## config.mk

```make
export PLATFORM = sky130hd
export DESIGN_NAME = reset_cause_flag_logic
export DESIGN_NICKNAME = d
export VERILOG_FILES = /design/src/reset_cause_pkg.sv /design/src/reset_cause_flag_logic.sv
export VERILOG_INCLUDE_DIRS = /design/src
export SDC_FILE = /design/constraint.sdc
export NUM_CORES = 1
export LEC_CHECK = 0
export ABC_AREA = 1
export BUFFER_PORTS_ARGS = -buffer_cell sky130_fd_sc_hd__buf_2
export CAP_MARGIN = 20
export CORE_ASPECT_RATIO = 1.2
export CORE_UTILIZATION = 35
export DETAILED_ROUTE_END_ITERATION = 16
export PLACE_DENSITY_LB_ADDON = 0.25
export SLEW_MARGIN = 40
export SYNTH_ARGS = -nofsm -noshare
export SYNTH_HDL_FRONTEND = slang
export SYNTH_SLANG_ARGS = --single-unit
```

## constraint.sdc

```tcl
create_clock -name pclk -period 1.45 [get_ports pclk]
set_clock_uncertainty 0.1 [all_clocks]
set_input_delay 0.145 -clock pclk [delete_from_list [all_inputs] [get_ports pclk]]
set_output_delay 0.145 -clock pclk [all_outputs]
set_load 0.02 [all_outputs]
```

## src/reset_cause_regs.svh

```systemverilog
`ifndef RESET_CAUSE_REGS_SVH
`define RESET_CAUSE_REGS_SVH

// Register byte offsets on the APB slave.
`define RC_OFF_STATUS_0   8'h00
`define RC_OFF_STATUS_1   8'h04
`define RC_OFF_STATUS_2   8'h08
`define RC_OFF_EVENT      8'h0C
`define RC_OFF_MASK       8'h10
`define RC_OFF_TRACK      8'h14

// Field positions in reset_status_0.
`define RC_S0_POWER_ON    0
`define RC_S0_VMON0       1
`define RC_S0_VMON1       2
`define RC_S0_VMON2       3
`define RC_S0_DEEP_STBY   7
// Field position in reset_status_1.
`define RC_S1_COLD_WARM   0
// Field positions in reset_status_2.
`define RC_S2_INDEP_WDOG  0
`define RC_S2_WDOG        1
`define RC_S2_SOFTWARE    2

// Event register width and the interval-done event bit.
`define RC_EVT_W          10
`define RC_EVT_DONE       9
// Flag bits that can raise an event (cold/warm bit excluded).
`define RC_EVT_FLAG_MASK  9'h1F7

// Reset values: flags and seen are applied by the power-on reset, mask and event by the system reset.
`define RC_FLAGS_POR      9'h100
`define RC_SEEN_POR       9'h080
`define RC_MASK_RST       10'h000
`define RC_EVENT_RST      10'h000

`endif

```

## src/reset_cause_pkg.sv

```systemverilog
package reset_cause_pkg;

  // Reset cause flags, most significant field first.
  typedef struct packed {
    logic power_on_detect_flag;
    logic vmon0_detect_flag;
    logic vmon1_detect_flag;
    logic vmon2_detect_flag;
    logic deep_standby_cancel_flag;
    logic cold_warm_start_flag;
    logic indep_watchdog_detect_flag;
    logic watchdog_detect_flag;
    logic software_reset_flag;
  } rst_flags_t;

  // Synchronous reset requests from on-chip sources.
  typedef struct packed {
    logic vmon0;
    logic vmon1;
    logic vmon2;
    logic deep_standby;
    logic indep_watchdog;
    logic watchdog;
    logic software;
  } rst_req_t;

  // Sources seen during one reset interval.
  typedef struct packed {
    logic pin;
    logic power_on;
    logic vmon0;
    logic vmon1;
    logic vmon2;
    logic deep_standby;
    logic indep_watchdog;
    logic watchdog;
    logic software;
  } rst_seen_t;

  // Reset interval tracker states.
  typedef enum logic {
    TRK_QUIET,
    TRK_ACTIVE
  } trk_state_t;

endpackage

```

## src/reset_cause_flag_logic.sv

```systemverilog
`timescale 1ns/1ps
`include "reset_cause_regs.svh"

module reset_cause_flag_logic (
  input  wire logic                      pclk,                 // APB clock, 10 MHz.
  input  wire logic                      presetn,              // System reset, async, active low.
  input  wire logic                      por_n,                // Power-on reset, async, active low.
  input  wire logic                      external_reset_pin_n, // Reset pin level, low is active.
  input  wire reset_cause_pkg::rst_req_t reset_req,            // Other reset source requests.
  input  wire logic                      psel,                 // APB select.
  input  wire logic                      penable,              // APB enable.
  input  wire logic                      pwrite,               // APB direction, high writes.
  input  wire logic [7:0]                paddr,                // APB byte address.
  input  wire logic [31:0]               pwdata,               // APB write data.
  output logic      [31:0]               prdata,               // APB read data.
  output logic                           pready,               // APB ready.
  output logic                           pslverr,              // APB error on unmapped address.
  output reset_cause_pkg::rst_flags_t    flags,                // Current reset cause flags.
  output logic                           interval_active,      // A reset interval is open.
  output logic                           irq                   // Level interrupt.
);
  import reset_cause_pkg::*;

  // Flag domain state.
  // It follows only the power-on reset, never the system reset.
  trk_state_t state;
  trk_state_t next_state;
  rst_seen_t  seen;
  rst_seen_t  next_seen;
  rst_seen_t  cur;
  rst_flags_t next_flags;
  rst_flags_t res;
  logic       any_active;
  logic       commit;
  logic       cold_warm_start_flag_set;

  // Bus domain state.
  // Everything here follows the system reset.
  logic [`RC_EVT_W-1:0] event_st;
  logic [`RC_EVT_W-1:0] next_event_st;
  logic [`RC_EVT_W-1:0] evt_set;
  logic [`RC_EVT_W-1:0] mask;
  logic [`RC_EVT_W-1:0] next_mask;
  logic [31:0]          next_prdata;
  logic [31:0]          rd_mux;
  logic                 setup;
  logic                 access;
  logic                 addr_hit;
  logic                 evt_read;

  // Sources active in this cycle. The power-on source is not sampled here:
  // its asynchronous reset already holds the whole flag domain.
  // The pin is active low, so its level is inverted into the active set.
  always_comb begin
    cur                = '0;
    cur.pin            = ~external_reset_pin_n;
    cur.vmon0          = reset_req.vmon0;
    cur.vmon1          = reset_req.vmon1;
    cur.vmon2          = reset_req.vmon2;
    cur.deep_standby   = reset_req.deep_standby;
    cur.indep_watchdog = reset_req.indep_watchdog;
    cur.watchdog       = reset_req.watchdog;
    cur.software       = reset_req.software;
    any_active         = |cur;
  end

  // Outcome of the interval. Sources are applied from the weakest to the
  // strongest, so from deep-standby cancel up a stronger source wipes whatever
  // a weaker one set, in whatever order they arrived inside the interval.
  // The pin is applied last: it is the only source that clears the
  // power-on flag, so a pin pulse inside a power-on interval still wins.
  always_comb begin
    // Start from the committed flags so untouched fields keep their values.
    res = flags;
    // Watchdog and software sources only set their own flags.
    if (seen.software) begin
      res.software_reset_flag = 1'b1;
    end
    if (seen.watchdog) begin
      res.watchdog_detect_flag = 1'b1;
    end
    if (seen.indep_watchdog) begin
      res.indep_watchdog_detect_flag = 1'b1;
    end
    // Deep-standby cancel clears the watchdog and software flags.
    if (seen.deep_standby) begin
      res.indep_watchdog_detect_flag = 1'b0;
      res.watchdog_detect_flag       = 1'b0;
      res.software_reset_flag        = 1'b0;
      res.deep_standby_cancel_flag   = 1'b1;
    end
    // Vmon2 clears every flag weaker than itself.
    if (seen.vmon2) begin
      res.deep_standby_cancel_flag   = 1'b0;
      res.indep_watchdog_detect_flag = 1'b0;
      res.watchdog_detect_flag       = 1'b0;
      res.software_reset_flag        = 1'b0;
      res.vmon2_detect_flag          = 1'b1;
    end
    // Vmon1 clears every flag weaker than itself.
    if (seen.vmon1) begin
      res.vmon2_detect_flag          = 1'b0;
      res.deep_standby_cancel_flag   = 1'b0;
      res.indep_watchdog_detect_flag = 1'b0;
      res.watchdog_detect_flag       = 1'b0;
      res.software_reset_flag        = 1'b0;
      res.vmon1_detect_flag          = 1'b1;
    end
    // Vmon0 leaves power-on and cold/warm flags alone.
    if (seen.vmon0) begin
      res.vmon1_detect_flag          = 1'b0;
      res.vmon2_detect_flag          = 1'b0;
      res.deep_standby_cancel_flag   = 1'b0;
      res.indep_watchdog_detect_flag = 1'b0;
      res.watchdog_detect_flag       = 1'b0;
      res.software_reset_flag        = 1'b0;
      res.vmon0_detect_flag          = 1'b1;
    end
    // Power-on clears all other detect flags and the cold/warm flag.
    // The whole word is loaded first, then the two named fields are spelled
    // out so the intent of each stays visible.
    if (seen.power_on) begin
      res                      = `RC_FLAGS_POR;
      res.cold_warm_start_flag = 1'b0;
      res.power_on_detect_flag = 1'b1;
    end
    // The pin clears every detect flag but never the cold/warm flag.
    // A pin held through a power-on still clears the power-on flag.
    if (seen.pin) begin
      res.power_on_detect_flag       = 1'b0;
      res.vmon0_detect_flag          = 1'b0;
      res.vmon1_detect_flag          = 1'b0;
      res.vmon2_detect_flag          = 1'b0;
      res.deep_standby_cancel_flag   = 1'b0;
      res.indep_watchdog_detect_flag = 1'b0;
      res.watchdog_detect_flag       = 1'b0;
      res.software_reset_flag        = 1'b0;
    end
  end

  // Interval tracker. Flags stay frozen while any source is active and
  // take the accumulated outcome in the cycle the last one releases.
  always_comb begin
    next_state = state;
    next_seen  = seen;
    next_flags = flags;
    commit     = 1'b0;
    case (state)
      TRK_QUIET: begin
        // The first active source opens an interval.
        if (any_active) begin
          next_state = TRK_ACTIVE;
          next_seen  = cur;
        end
      end
      TRK_ACTIVE: begin
        if (any_active) begin
          next_seen = seen | cur;
        end else begin
          // The last source has released: commit and start afresh.
          next_state = TRK_QUIET;
          next_flags = res;
          next_seen  = '0;
          commit     = 1'b1;
        end
      end
      default: begin
        // An illegal state falls back to quiet.
        next_state = TRK_QUIET;
      end
    endcase
    // Software may mark a warm start only outside a reset interval.
    // Refusing it while a source is active keeps a write that races a
    // reset from leaking into the committed flags.
    if (cold_warm_start_flag_set && state == TRK_QUIET && !any_active) begin
      next_flags.cold_warm_start_flag = 1'b1;
    end
  end

  // The flag domain is reset only by power-on, never by the system reset,
  // so flags survive every reset that is not meant to clear them.
  // The tracker wakes in the active state with power-on already seen, so
  // the first quiet edge after power-on commits its outcome.
  always_ff @(posedge pclk or negedge por_n) begin
    if (!por_n) begin
      state <= TRK_ACTIVE;
      seen  <= `RC_SEEN_POR;
      flags <= `RC_FLAGS_POR;
    end else begin
      state <= next_state;
      seen  <= next_seen;
      flags <= next_flags;
    end
  end

  // Software and the bench see an open interval through this level.
  // It is decoded from the state register, so it moves only after an edge.
  assign interval_active = (state == TRK_ACTIVE);

  // APB phase decode; the slave answers in the first access cycle.
  // Zero wait states keep the slave simple, at the cost of a combinational
  // ready path from psel and penable.
  always_comb begin
    setup  = psel & ~penable;
    access = psel & penable;
    pready = access;
    // Only the six mapped offsets answer without an error.
    case (paddr)
      `RC_OFF_STATUS_0,
      `RC_OFF_STATUS_1,
      `RC_OFF_STATUS_2,
      `RC_OFF_EVENT,
      `RC_OFF_MASK,
      `RC_OFF_TRACK: addr_hit = 1'b1;
      default:       addr_hit = 1'b0;
    endcase
    pslverr  = access & ~addr_hit;
    evt_read = access & ~pwrite & (paddr == `RC_OFF_EVENT);
    cold_warm_start_flag_set = access & pwrite & (paddr == `RC_OFF_STATUS_1) & pwdata[`RC_S1_COLD_WARM];
  end

  // Read multiplexer. Reserved bits read as zero.
  // The track register shows the sources gathered so far, which helps when
  // a reset is still held.
  always_comb begin
    rd_mux = 32'h0000_0000;
    case (paddr)
      `RC_OFF_STATUS_0: begin
        rd_mux[`RC_S0_POWER_ON]  = flags.power_on_detect_flag;
        rd_mux[`RC_S0_VMON0]     = flags.vmon0_detect_flag;
        rd_mux[`RC_S0_VMON1]     = flags.vmon1_detect_flag;
        rd_mux[`RC_S0_VMON2]     = flags.vmon2_detect_flag;
        rd_mux[`RC_S0_DEEP_STBY] = flags.deep_standby_cancel_flag;
      end
      `RC_OFF_STATUS_1: begin
        rd_mux[`RC_S1_COLD_WARM] = flags.cold_warm_start_flag;
      end
      `RC_OFF_STATUS_2: begin
        rd_mux[`RC_S2_INDEP_WDOG] = flags.indep_watchdog_detect_flag;
        rd_mux[`RC_S2_WDOG]       = flags.watchdog_detect_flag;
        rd_mux[`RC_S2_SOFTWARE]   = flags.software_reset_flag;
      end
      `RC_OFF_EVENT: begin
        rd_mux[`RC_EVT_W-1:0] = event_st;
      end
      `RC_OFF_MASK: begin
        rd_mux[`RC_EVT_W-1:0] = mask;
      end
      `RC_OFF_TRACK: begin
        rd_mux[0]    = interval_active;
        rd_mux[12:4] = seen;
      end
      default: begin
        rd_mux = 32'h0000_0000;
      end
    endcase
  end

  // Events: each flag that rises at a commit, plus the commit itself.
  // A read of the event register clears it, but a new event in the access
  // cycle wins; one raised in the setup cycle is cleared without being read.
  // The cold/warm bit never raises an event: only software sets it.
  always_comb begin
    evt_set                = '0;
    evt_set[8:0]           = commit ? (res & ~flags & `RC_EVT_FLAG_MASK) : 9'h000;
    evt_set[`RC_EVT_DONE]  = commit;
    next_event_st          = evt_read ? evt_set : (event_st | evt_set);
    // Mask writes land at the access edge, as every write does.
    next_mask              = mask;
    if (access && pwrite && paddr == `RC_OFF_MASK) begin
      next_mask = pwdata[`RC_EVT_W-1:0];
    end
    next_prdata = setup ? rd_mux : prdata;
  end

  // Bus-side registers follow the system reset.
  // A system reset drops pending events and the mask; the flags are
  // untouched, so firmware can still read the cause afterwards.
  always_ff @(posedge pclk or negedge presetn) begin
    if (!presetn) begin
      event_st <= `RC_EVENT_RST;
      mask     <= `RC_MASK_RST;
      prdata   <= 32'h0000_0000;
    end else begin
      event_st <= next_event_st;
      mask     <= next_mask;
      prdata   <= next_prdata;
    end
  end

  // Interrupt stays high while any unmasked event bit is set.
  // It depends on registers only, so it changes just after a clock edge.
  assign irq = |(event_st & mask);

endmodule

```

* Word level (Yosys, flattened, before mapping)
Cells that the tools add are included.
Storage, ports and cells: register bits 52, bits in latches 0, bits in writable memories 0, ROM bits 0, bits of input ports 54, memories kept 0
Operators by class: add/sub/neg operators 0, $mul 0, divide/modulo/power cells 0, order comparisons 0, eq/ne operators 7, shift operators 0, mux-type cells 33, bitwise operators 19, reductions and logical operators 12
Operator list (number):
- $mux 9 | 4
- $mux 3 | 7
- $pmux 9 s2 | 1
- $eq 8x4->1 const B | 2
- $eq 8x5->1 const B | 2
- $mux 4 | 3
- $and 10x10->10 | 1
- $mux 10 | 1
- $or 10x10->10 | 1
- $reduce_or 10->1 | 1
- $and 9x9->9 | 1
- $mux 1 | 9
- $not 9->9 | 1
- $or 9x9->9 | 1
- $pmux 3 s3 | 1
- $and 1x1->1 | 8
- $eq 8x3->1 const B | 1
- $logic_not 8->1 | 1
- $pmux 2 s4 | 1
- $reduce_or 8->1 | 1
- $not 1->1 | 6
- $pmux 1 s6 | 1
- $pmux 2 s3 | 1
- $reduce_or 6->1 | 1
- 10 further kinds | 14

* Depth between registers and ports, before layout
Gate-level depths: netlist of run 1.
depth after elaboration 11, mapped depth 9

* Worst setup path after synthesis of run 1
No wires, ideal clock.
path kind flip-flop to flip-flop, start register state, in the netlist interval_active, end register seen[1] (netlist bit), library setup time 0.078 ns, arrival time 1.430 ns, setup slack -0.158 ns, cell stages (with the launch flop) 7, path buffers 1, clock period less this slack 1.608 ns, cell sequence dfstp_2 > inv_1 > ha_1 > inv_1 > clkbuf_1 > a21oi_1 > a21oi_1
On the way: longest elaborated chain between the ends 2, elaborated cells between the ends (all ways) 3
RTL lines:
- from (decl) | RTL line reset_cause_flag_logic.sv:26 | trk_state_t state;
- from (signal assigned) | RTL line reset_cause_flag_logic.sv:190 | state <= next_state;
- $not 1->1
- $pmux 9 s2 / $ne 2x2->1 (equally long branches)
- to (signal assigned) | RTL line reset_cause_flag_logic.sv:187 | seen <= `RC_SEEN_POR;
- to (signal assigned) | RTL line reset_cause_flag_logic.sv:191 | seen <= next_seen;
- to (decl) | RTL line reset_cause_flag_logic.sv:28 | rst_seen_t seen;
Several ways; a longest one is shown, not always the timed one. A chain may end at the register's enable or synchronous reset.

* Final worst setup path of run 1
start register event_st[9], end output port irq
On the way: longest elaborated chain between the ends 2
RTL lines:
- from (decl) | RTL line reset_cause_flag_logic.sv:39 | logic [`RC_EVT_W-1:0] event_st;
- from (signal assigned) | RTL line reset_cause_flag_logic.sv:281 | event_st <= `RC_EVENT_RST;
- from (signal assigned) | RTL line reset_cause_flag_logic.sv:285 | event_st <= next_event_st;
- $and 10x10->10 | RTL line reset_cause_flag_logic.sv:293 | assign irq = |(event_st & mask);
- $reduce_or 10->1 | RTL line reset_cause_flag_logic.sv:293
- to (decl) | RTL line reset_cause_flag_logic.sv:20 | output logic irq
No other way between the ends.

==> key figures, run 1 <==
Route
  • Detailed Route Iter0 Violations: 151
  • Final wirelength: 7250 µm
  • Routed length per instance: 13.1 µm
  • Routed Antenna Nets: 0
  • Via density: 4.71
  • # DRC: 0
  • Vias post-DR: 2604
  • Pre-antenna DRT Iters: 4

Global routing
  • Tot GR Track Use: 0.189
  • Initial antenna violation count: 0
  • Largest net degree at the start of global routing: 33
  • GRT Residual Overflow: 0
  • First-pass GRT wire length: 12400 µm
  • Vias in the first global route: 2574

Worst setup path
  • Critical path data arrival time: 1330 ps
  • Critical path required time: 1210 ps
  • Crit Path Class: flip-flop to primary output
  • Critical path fanouts, max: 2
  • Startpoint types: flip-flop
  • Worst setup EP type: primary output

Layout
  • Layout cells sized above 1: 0.295
  • Commonest non-fill, non-tap cell in the layout: nand2_1
  • # fillers: 759
  • Fin nets: 516
  • Post-route insts no fill: 553
  • Number of diodes: 0
  • Highest-count cells in the layout ignoring fill and taps: nand2_1, buf_2, dfrtp_1, inv_1, buf_4
  • Synth-to-layout area growth: 32.7%

Die
  • Core area: 7620 µm²
  • I/O pin count: 99
  • Initial Utilization: 0.360
  • Die Width: 82.8 µm
  • Chip height: 99.0 µm
  • Row cnt: 35
  • Full die area: 8200 µm²

Placement
  • Post-Place Setup Slack: -195 ps
  • Port Buffers: 57
  • Post-DP HPWL: 5540 µm
  • Placed cell count: 523
  • Gpl congestion: 0.908

Job
  • Maximum Capacitance Violations: 0

Logic synthesis
  • Mapped Cells: 352
  • Unique masters post-synth: 30
  • Synthesized cell area: 2740 µm²
  • Syn Area/Cell: 7.80 µm²
  • Sequential share of the synthesized area: 0.466
  • Yosys warns: 0
  • Seq cells post-synth: 51

CTS
  • Worst skew pair latency: 310 ps
  • TritonCTS buffer count: 5
  • CTS root buf: clkbuf_8
  • H-tree depth: 2
  • TritonCTS clock tree: done
  • Longest Clk Path Bufs: 2
  • Clock transition at path regs: 100 ps
  • Clk sinks: 51

Min path
  • Worst Hold Class: input port to flip-flop

Pwr
  • Power Density: 771 nW/µm²
  • P_leak: 0.00203 µW
  • VDD IR-drop max: 0.320 mV

Timing
  • Setup violations, final: 8
  • Final WS setup: -122 ps
  • Worst hold margin: 41.6 ps
  • Setup repair after global routing missed its margin: true
  • Final hold vios: 0
  • Pins Over Slew Limit: 0
  • Min Tclk post-route: 1570 ps
  • Final worst-path cycle share: 1.08
  • TNS Setup: -242 ps
  • Fmax: 636 MHz

Run status
  • Failing checks: setup timing
  • Status: finished, violations left
routing by layer:
metal  routed length (µm)  vias to the layer above  GRT usage
met1                 3220                     1229      0.237
met5                    0                        -          0
li1                     -                     1298          -
met3                  297                        7     0.0343
met2                 3650                       70      0.332
met4                   76                        0     0.0531
critical path: stages, from the launching register on:
cell and delay, ps:
dfrtp_1 390, a22o_1 250, a21oi_2 100, nand3_1 120
buf_6 160
worst paths after layout:
kind | depth (start not counted) | start | slack [ps] | endpoint
worst max register to register | 5 | interval_active$_DFF_PN1_ | -40 | event_st[2]$_DFF_PN0_
worst min register to register | 2 | prdata[8]$_DFFE_PN0P_ | 380 | prdata[8]$_DFFE_PN0P_
worst min-delay path | 3 | pwdata[0] | 40 | mask[0]$_DFFE_PN0P_
min in group asynchronous | 2 | por_n | 200 | seen[8]$_DFFE_PN0P_
max in group asynchronous | 3 | presetn | 660 | prdata[0]$_DFFE_PN0P_
worst max-delay path | 4 | event_st[9]$_DFF_PN0_ | -120 | irq
synthesized netlist by cell type:
cell	number	area [µm²]
a21oi_1	19	95.1
o21ai_2	1	8.76
o21ai_0	22	110
nand4_1	1	6.26
clkbuf_1	3	11.3
nand2_2	3	18.8
buf_4	19	143
o21ai_1	10	50.1
o211ai_1	3	22.5
dfstp_2	3	78.8
nor3_4	1	16.3
nor4_4	1	21.3
nor2_1	23	86.3
o31ai_1	3	22.5
o22ai_1	5	31.3
dfrtp_1	48	1200
nand2_4	1	11.3
nand2_1	97	364
inv_2	3	11.3
buf_2	1	5.00
ha_1	2	25.0
nand3_2	1	10.0
inv_4	1	6.26
o2111ai_1	1	8.76
conb_1	1	3.75
buf_6	2	22.5
inv_1	47	176
a22o_1	2	17.5
nor2_4	3	33.8
nand3_1	25	125
metrics by stage:
| stage | instance area (µm²) | power (µW) | utilization |
|---|---|---|---|
| 2_1_floorplan | 2840 | 1740 | - |
| 3_3_place_gp | 3300 | 1870 | 0.433 |
| 3_5_place_dp | 3300 | 1870 | 0.433 |
| 4_1_cts | 3580 | 2830 | 0.470 |
| 5_1_grt | 3640 | 2930 | 0.478 |
| 6_report | 3640 | 2810 | 0.478 |
layout make-up:
class	instances	area [µm²]	area share
inverters	51	194	0.0533
clock inverters	1	7.51	0.00206
multi-input cells	243	1220	0.335
well taps	92	115	0.0316
repair buffers	108	729	0.200
clock buffers	7	96.3	0.0265
flip-flops and latches	51	1280	0.352
logic make-up (layout without fill, tap and decap cells):
family / count (synthesis) / after routing / synth area share
simple gates: 156 / 156 / 0.253
compound gates: 66 / 66 / 0.134
buf+inv: 76 / 167 / 0.137
other cells: 1 / 19 / 0.00137
flops: 51 / 51 / 0.466
fa+ha+maj: 2 / 2 / 0.00912
where the power goes:
| part | total, µW | switching, µW | internal, µW |
|---|---|---|---|
| clock network | 923 | 488 | 435 |
| logic | 385 | 240 | 145 |
| registers | 1500 | 34.5 | 1470 |
| total | 2810 | 762 | 2050 |
flip-flops by register name, indices dropped and copies added (netlist names):
signal,cells
seen,9
mask,10
prdata,13
flags,9
interval_active,1
event_st,9
repair_timing:
action	4_1_cts	5_1_grt
pin swaps	4	2
endpoints found under the hold margin	57	0
resized for setup	17	7
setup endpoints to repair	16	20
hold buffers	11	0
setup buffers	7	4
No activity file was read; power rests on OpenSTA's default activity.
==> run 2, diff against run 1 <==
--- a/config.mk
+++ b/config.mk
@@ -13,5 +13,6 @@
 export CORE_UTILIZATION = 35
 export DETAILED_ROUTE_END_ITERATION = 16
-export PLACE_DENSITY_LB_ADDON = 0.25
+export PLACE_DENSITY = 0.71
+export RECOVER_POWER = 50
 export SLEW_MARGIN = 40
 export SYNTH_ARGS = -nofsm -noshare
--- a/constraint.sdc
+++ b/constraint.sdc
@@ -3,3 +3,3 @@
 set_input_delay 0.145 -clock pclk [delete_from_list [all_inputs] [get_ports pclk]]
 set_output_delay 0.145 -clock pclk [all_outputs]
-set_load 0.02 [all_outputs]
+set_load 0.005 [all_outputs]
==> run 2 against run 1 <==
  * The flow still finishes with violations (setup timing)
  * Largest power group unchanged
  * Cell count down 1.6%
  * Total power down 4.0%
  * Sequential cell count unchanged
  * Die area unchanged
  * Non-clock buffer count down 9
  * Final area down 1.5%
  * Critical endpoint unchanged
  * Count of clock-buffer cells in the layout down 2
==> key figures, run 2 (synthesized netlist as in run 1, its figures left out) <==
Route
  • Routed length per instance: 12.8 µm (was 13.1 µm)
  • # DRC: 0 (unchanged)
  • Routed Antenna Nets: 0 (unchanged)
  • Final wirelength: 6960 µm (was 7250 µm)
  • Via density: 4.75 (was 4.71)
  • Detailed Route Iter0 Violations: 157 (was 151)
  • Pre-antenna DRT Iters: 6 (was 4)
  • Vias post-DR: 2585 (was 2604)

Global routing
  • GRT Residual Overflow: 0 (unchanged)
  • Vias in the first global route: 2466 (was 2574)
  • Initial antenna violation count: 0 (unchanged)
  • Tot GR Track Use: 0.179 (was 0.189)
  • First-pass GRT wire length: 11700 µm (was 12400 µm)
  • Largest net degree at the start of global routing: 21 (was 33)

Run status
  • Failing checks: setup timing (unchanged)
  • Status: finished, violations left (unchanged)

Pwr
  • Internal: 1960 µW (was 2050 µW)
  • Clock share of power: 0.327 (was 0.329)
  • Power Density: 752 nW/µm² (was 771 nW/µm²)
  • Seq pwr share: 0.557 (was 0.534)
  • VDD IR-drop max: 0.364 mV (was 0.320 mV)
  • Sw Share: 0.274 (was 0.271)
  • P_sw: 739 µW (was 762 µW)
  • Combinational power share: 0.116 (was 0.137)
  • P_leak: 0.00198 µW (was 0.00203 µW)

Worst setup path
  • Critical path required time: 1210 ps (about the same)
  • FF-to-FF End: event_st[0]$_DFF_PN0_ (was event_st[2]$_DFF_PN0_)
  • Slowest CP cell: dfrtp_1 (unchanged)
  • Crit-path cells: a22o_1, a21oi_1, nand3_1, buf_2 (was a22o_1, a21oi_2, nand3_1, buf_6)
  • Critical path data arrival time: 1300 ps (was 1330 ps)
  • Slowest cell delay on critical path: 400 ps (was 390 ps)
  • R2R Setup Slk: -40 ps (about the same)
  • Startpoint types: flip-flop (unchanged)
  • Top cell family by delay on the critical path: flip-flops (unchanged)
  • Worst Path Buf+Inv: 1 (unchanged)
  • Worst setup EP type: primary output (unchanged)
  • Critical path fanouts, max: 2 (unchanged)
  • Worst R2R Path Depth: 6 (was 5)
  • Critical R2R Launch: interval_active$_DFF_PN1_ (unchanged)
  • Crit Path Class: flip-flop to primary output (unchanged)

Timing
  • Pins Over Slew Limit: 0 (unchanged)
  • Worst slew pin tran: 820 ps
  • Rel. slew slack: 0.454
  • Final hold vios: 0 (unchanged)
  • Final WS setup: -96.0 ps (was -122 ps)
  • TNS Setup: -272 ps (was -242 ps)
  • Min Tclk post-route: 1550 ps (was 1570 ps)
  • Setup repair after global routing missed its margin: true (unchanged)
  • Setup violations, final: 7 (was 8)
  • Final worst-path cycle share: 1.07 (was 1.08)
  • Fmax: 647 MHz (was 636 MHz)

Die
  • Row cnt: 35 (unchanged)
  • Full die area: 8200 µm² (unchanged)
  • Die Width: 82.8 µm (unchanged)
  • Chip height: 99.0 µm (unchanged)
  • Core area: 7620 µm² (unchanged)
  • I/O pin count: 99 (unchanged)
  • Initial Utilization: 0.360 (unchanged)

CTS
  • Worst skew pair latency: 310 ps (about the same)
  • TritonCTS buffer count: 5 (unchanged)
  • CTS root buf: clkbuf_8 (unchanged)
  • TritonCTS clock tree: done (unchanged)
  • Clk sinks: 51 (unchanged)
  • H-tree depth: 2 (unchanged)
  • Longest Clk Path Bufs: 2 (unchanged)
  • Clock transition at path regs: 90 ps (was 100 ps)

Layout
  • Max reg flops: 13 (unchanged)
  • Highest-count cells in the layout ignoring fill and taps: nand2_1, buf_2, dfrtp_1, inv_1, buf_4 (unchanged)
  • Top Registers: prdata (13), mask (10) (unchanged)
  • Commonest non-fill, non-tap cell in the layout: nand2_1 (unchanged)
  • Post-route cell area: 3580 µm² (was 3640 µm²)
  • Top reg by flops: prdata (unchanged)
  • Number of diodes: 0 (unchanged)
  • Fin nets: 507 (was 516)
  • Layout cells sized above 1: 0.285 (was 0.295)
  • Synth-to-layout area growth: 30.6% (was 32.7%)
  • # fillers: 770 (was 759)

Min path
  • Worst hold start: pwdata[0] (unchanged)
  • Hold EP: mask[0]$_DFFE_PN0P_ (unchanged)
  • Worst Hold Class: input port to flip-flop (unchanged)
  • Hold Path Stages: 3 (unchanged)

Job
  • Maximum Capacitance Violations: 0 (unchanged)

Placement
  • Cell Area, Placed: 3270 µm² (was 3300 µm²)
  • Gpl congestion: 0.910 (was 0.908)
  • Post-DP HPWL: 5270 µm (was 5540 µm)
  • Port Buffers: 57 (unchanged)
## run 2: final cells by class
| cell class | instances | area [µm²] | share of cell area |
|---|---|---|---|
| Timing Repair Buffer | 99 | 643 | 0.179 |
| Multi-Input combinational cell | 243 | 1250 | 0.348 |
| Clock inverter | 3 | 27.5 | 0.00768 |
| Inverter | 51 | 201 | 0.0562 |
| Clock buffer | 5 | 68.8 | 0.0192 |
| Tap cell | 92 | 115 | 0.0321 |
| Sequential cell | 51 | 1280 | 0.357 |
## run 2: worst register-to-register path, cell delays in order, from the launching register on
cell	delay [ps]
dfstp_2	600
ha_4	160
nand3_4	80
nor4_4	160
buf_6	170
nand3_2	60
o21ai_1	80
## run 2: worst max path at each step
stage	end	slack, ps	start	depth (start not counted)
2_1_floorplan	flags[0]$_DFFE_PN0P_	-20	interval_active$_DFF_PN1_	5
3_3_place_gp	flags[0]$_DFFE_PN0P_	-130	reset_req[2]	9
3_5_place_dp	flags[0]$_DFFE_PN0P_	-200	reset_req[6]	9
4_1_cts	irq	-110	mask[7]$_DFFE_PN0P_	4
5_1_grt	irq	-150	mask[7]$_DFFE_PN0P_	4
6_report	irq	-100	mask[7]$_DFFE_PN0P_	4
## run 2: repair_timing
action / CTS / global route
endpoints found under the hold margin: 60 / 0
buffers inserted: 5 / 1
resized for setup: 15 / 18
pin swaps: 4 / 4
endpoints found under the setup margin: 14 / 17
hold buffers: 11 / 0
## run 2: through the flow
step	hold WS [ps]	cells	power, µW	utilization	worst slack [ps]
global route	31.4	544	2800	0.470	-155
floorplan	-251	370	1670	-	-23.1
global placement	-16.8	519	1800	0.429	-134
detailed placement	-20.3	519	1810	0.429	-200
finish	24.5	544	2690	0.470	-96.0
CTS	26.1	543	2710	0.465	-106
## run 2: power groups by stage
stage               clock network [µW]  logic (µW)  registers, µW
global placement                     0         278           1530
CTS                                890         316           1500
global route                       939         356           1510
floorplan                            0         152           1520
finish                             881         312           1500
detailed placement                   0         284           1530
## run 2: layer usage
metal	global-route usage	vias to the layer above	routed length, µm
met4	0.0597	0	97
li1	-	1286	-
met3	0.0318	8	331
met2	0.303	86	3450
met1	0.230	1205	3070
met5	0	-	0
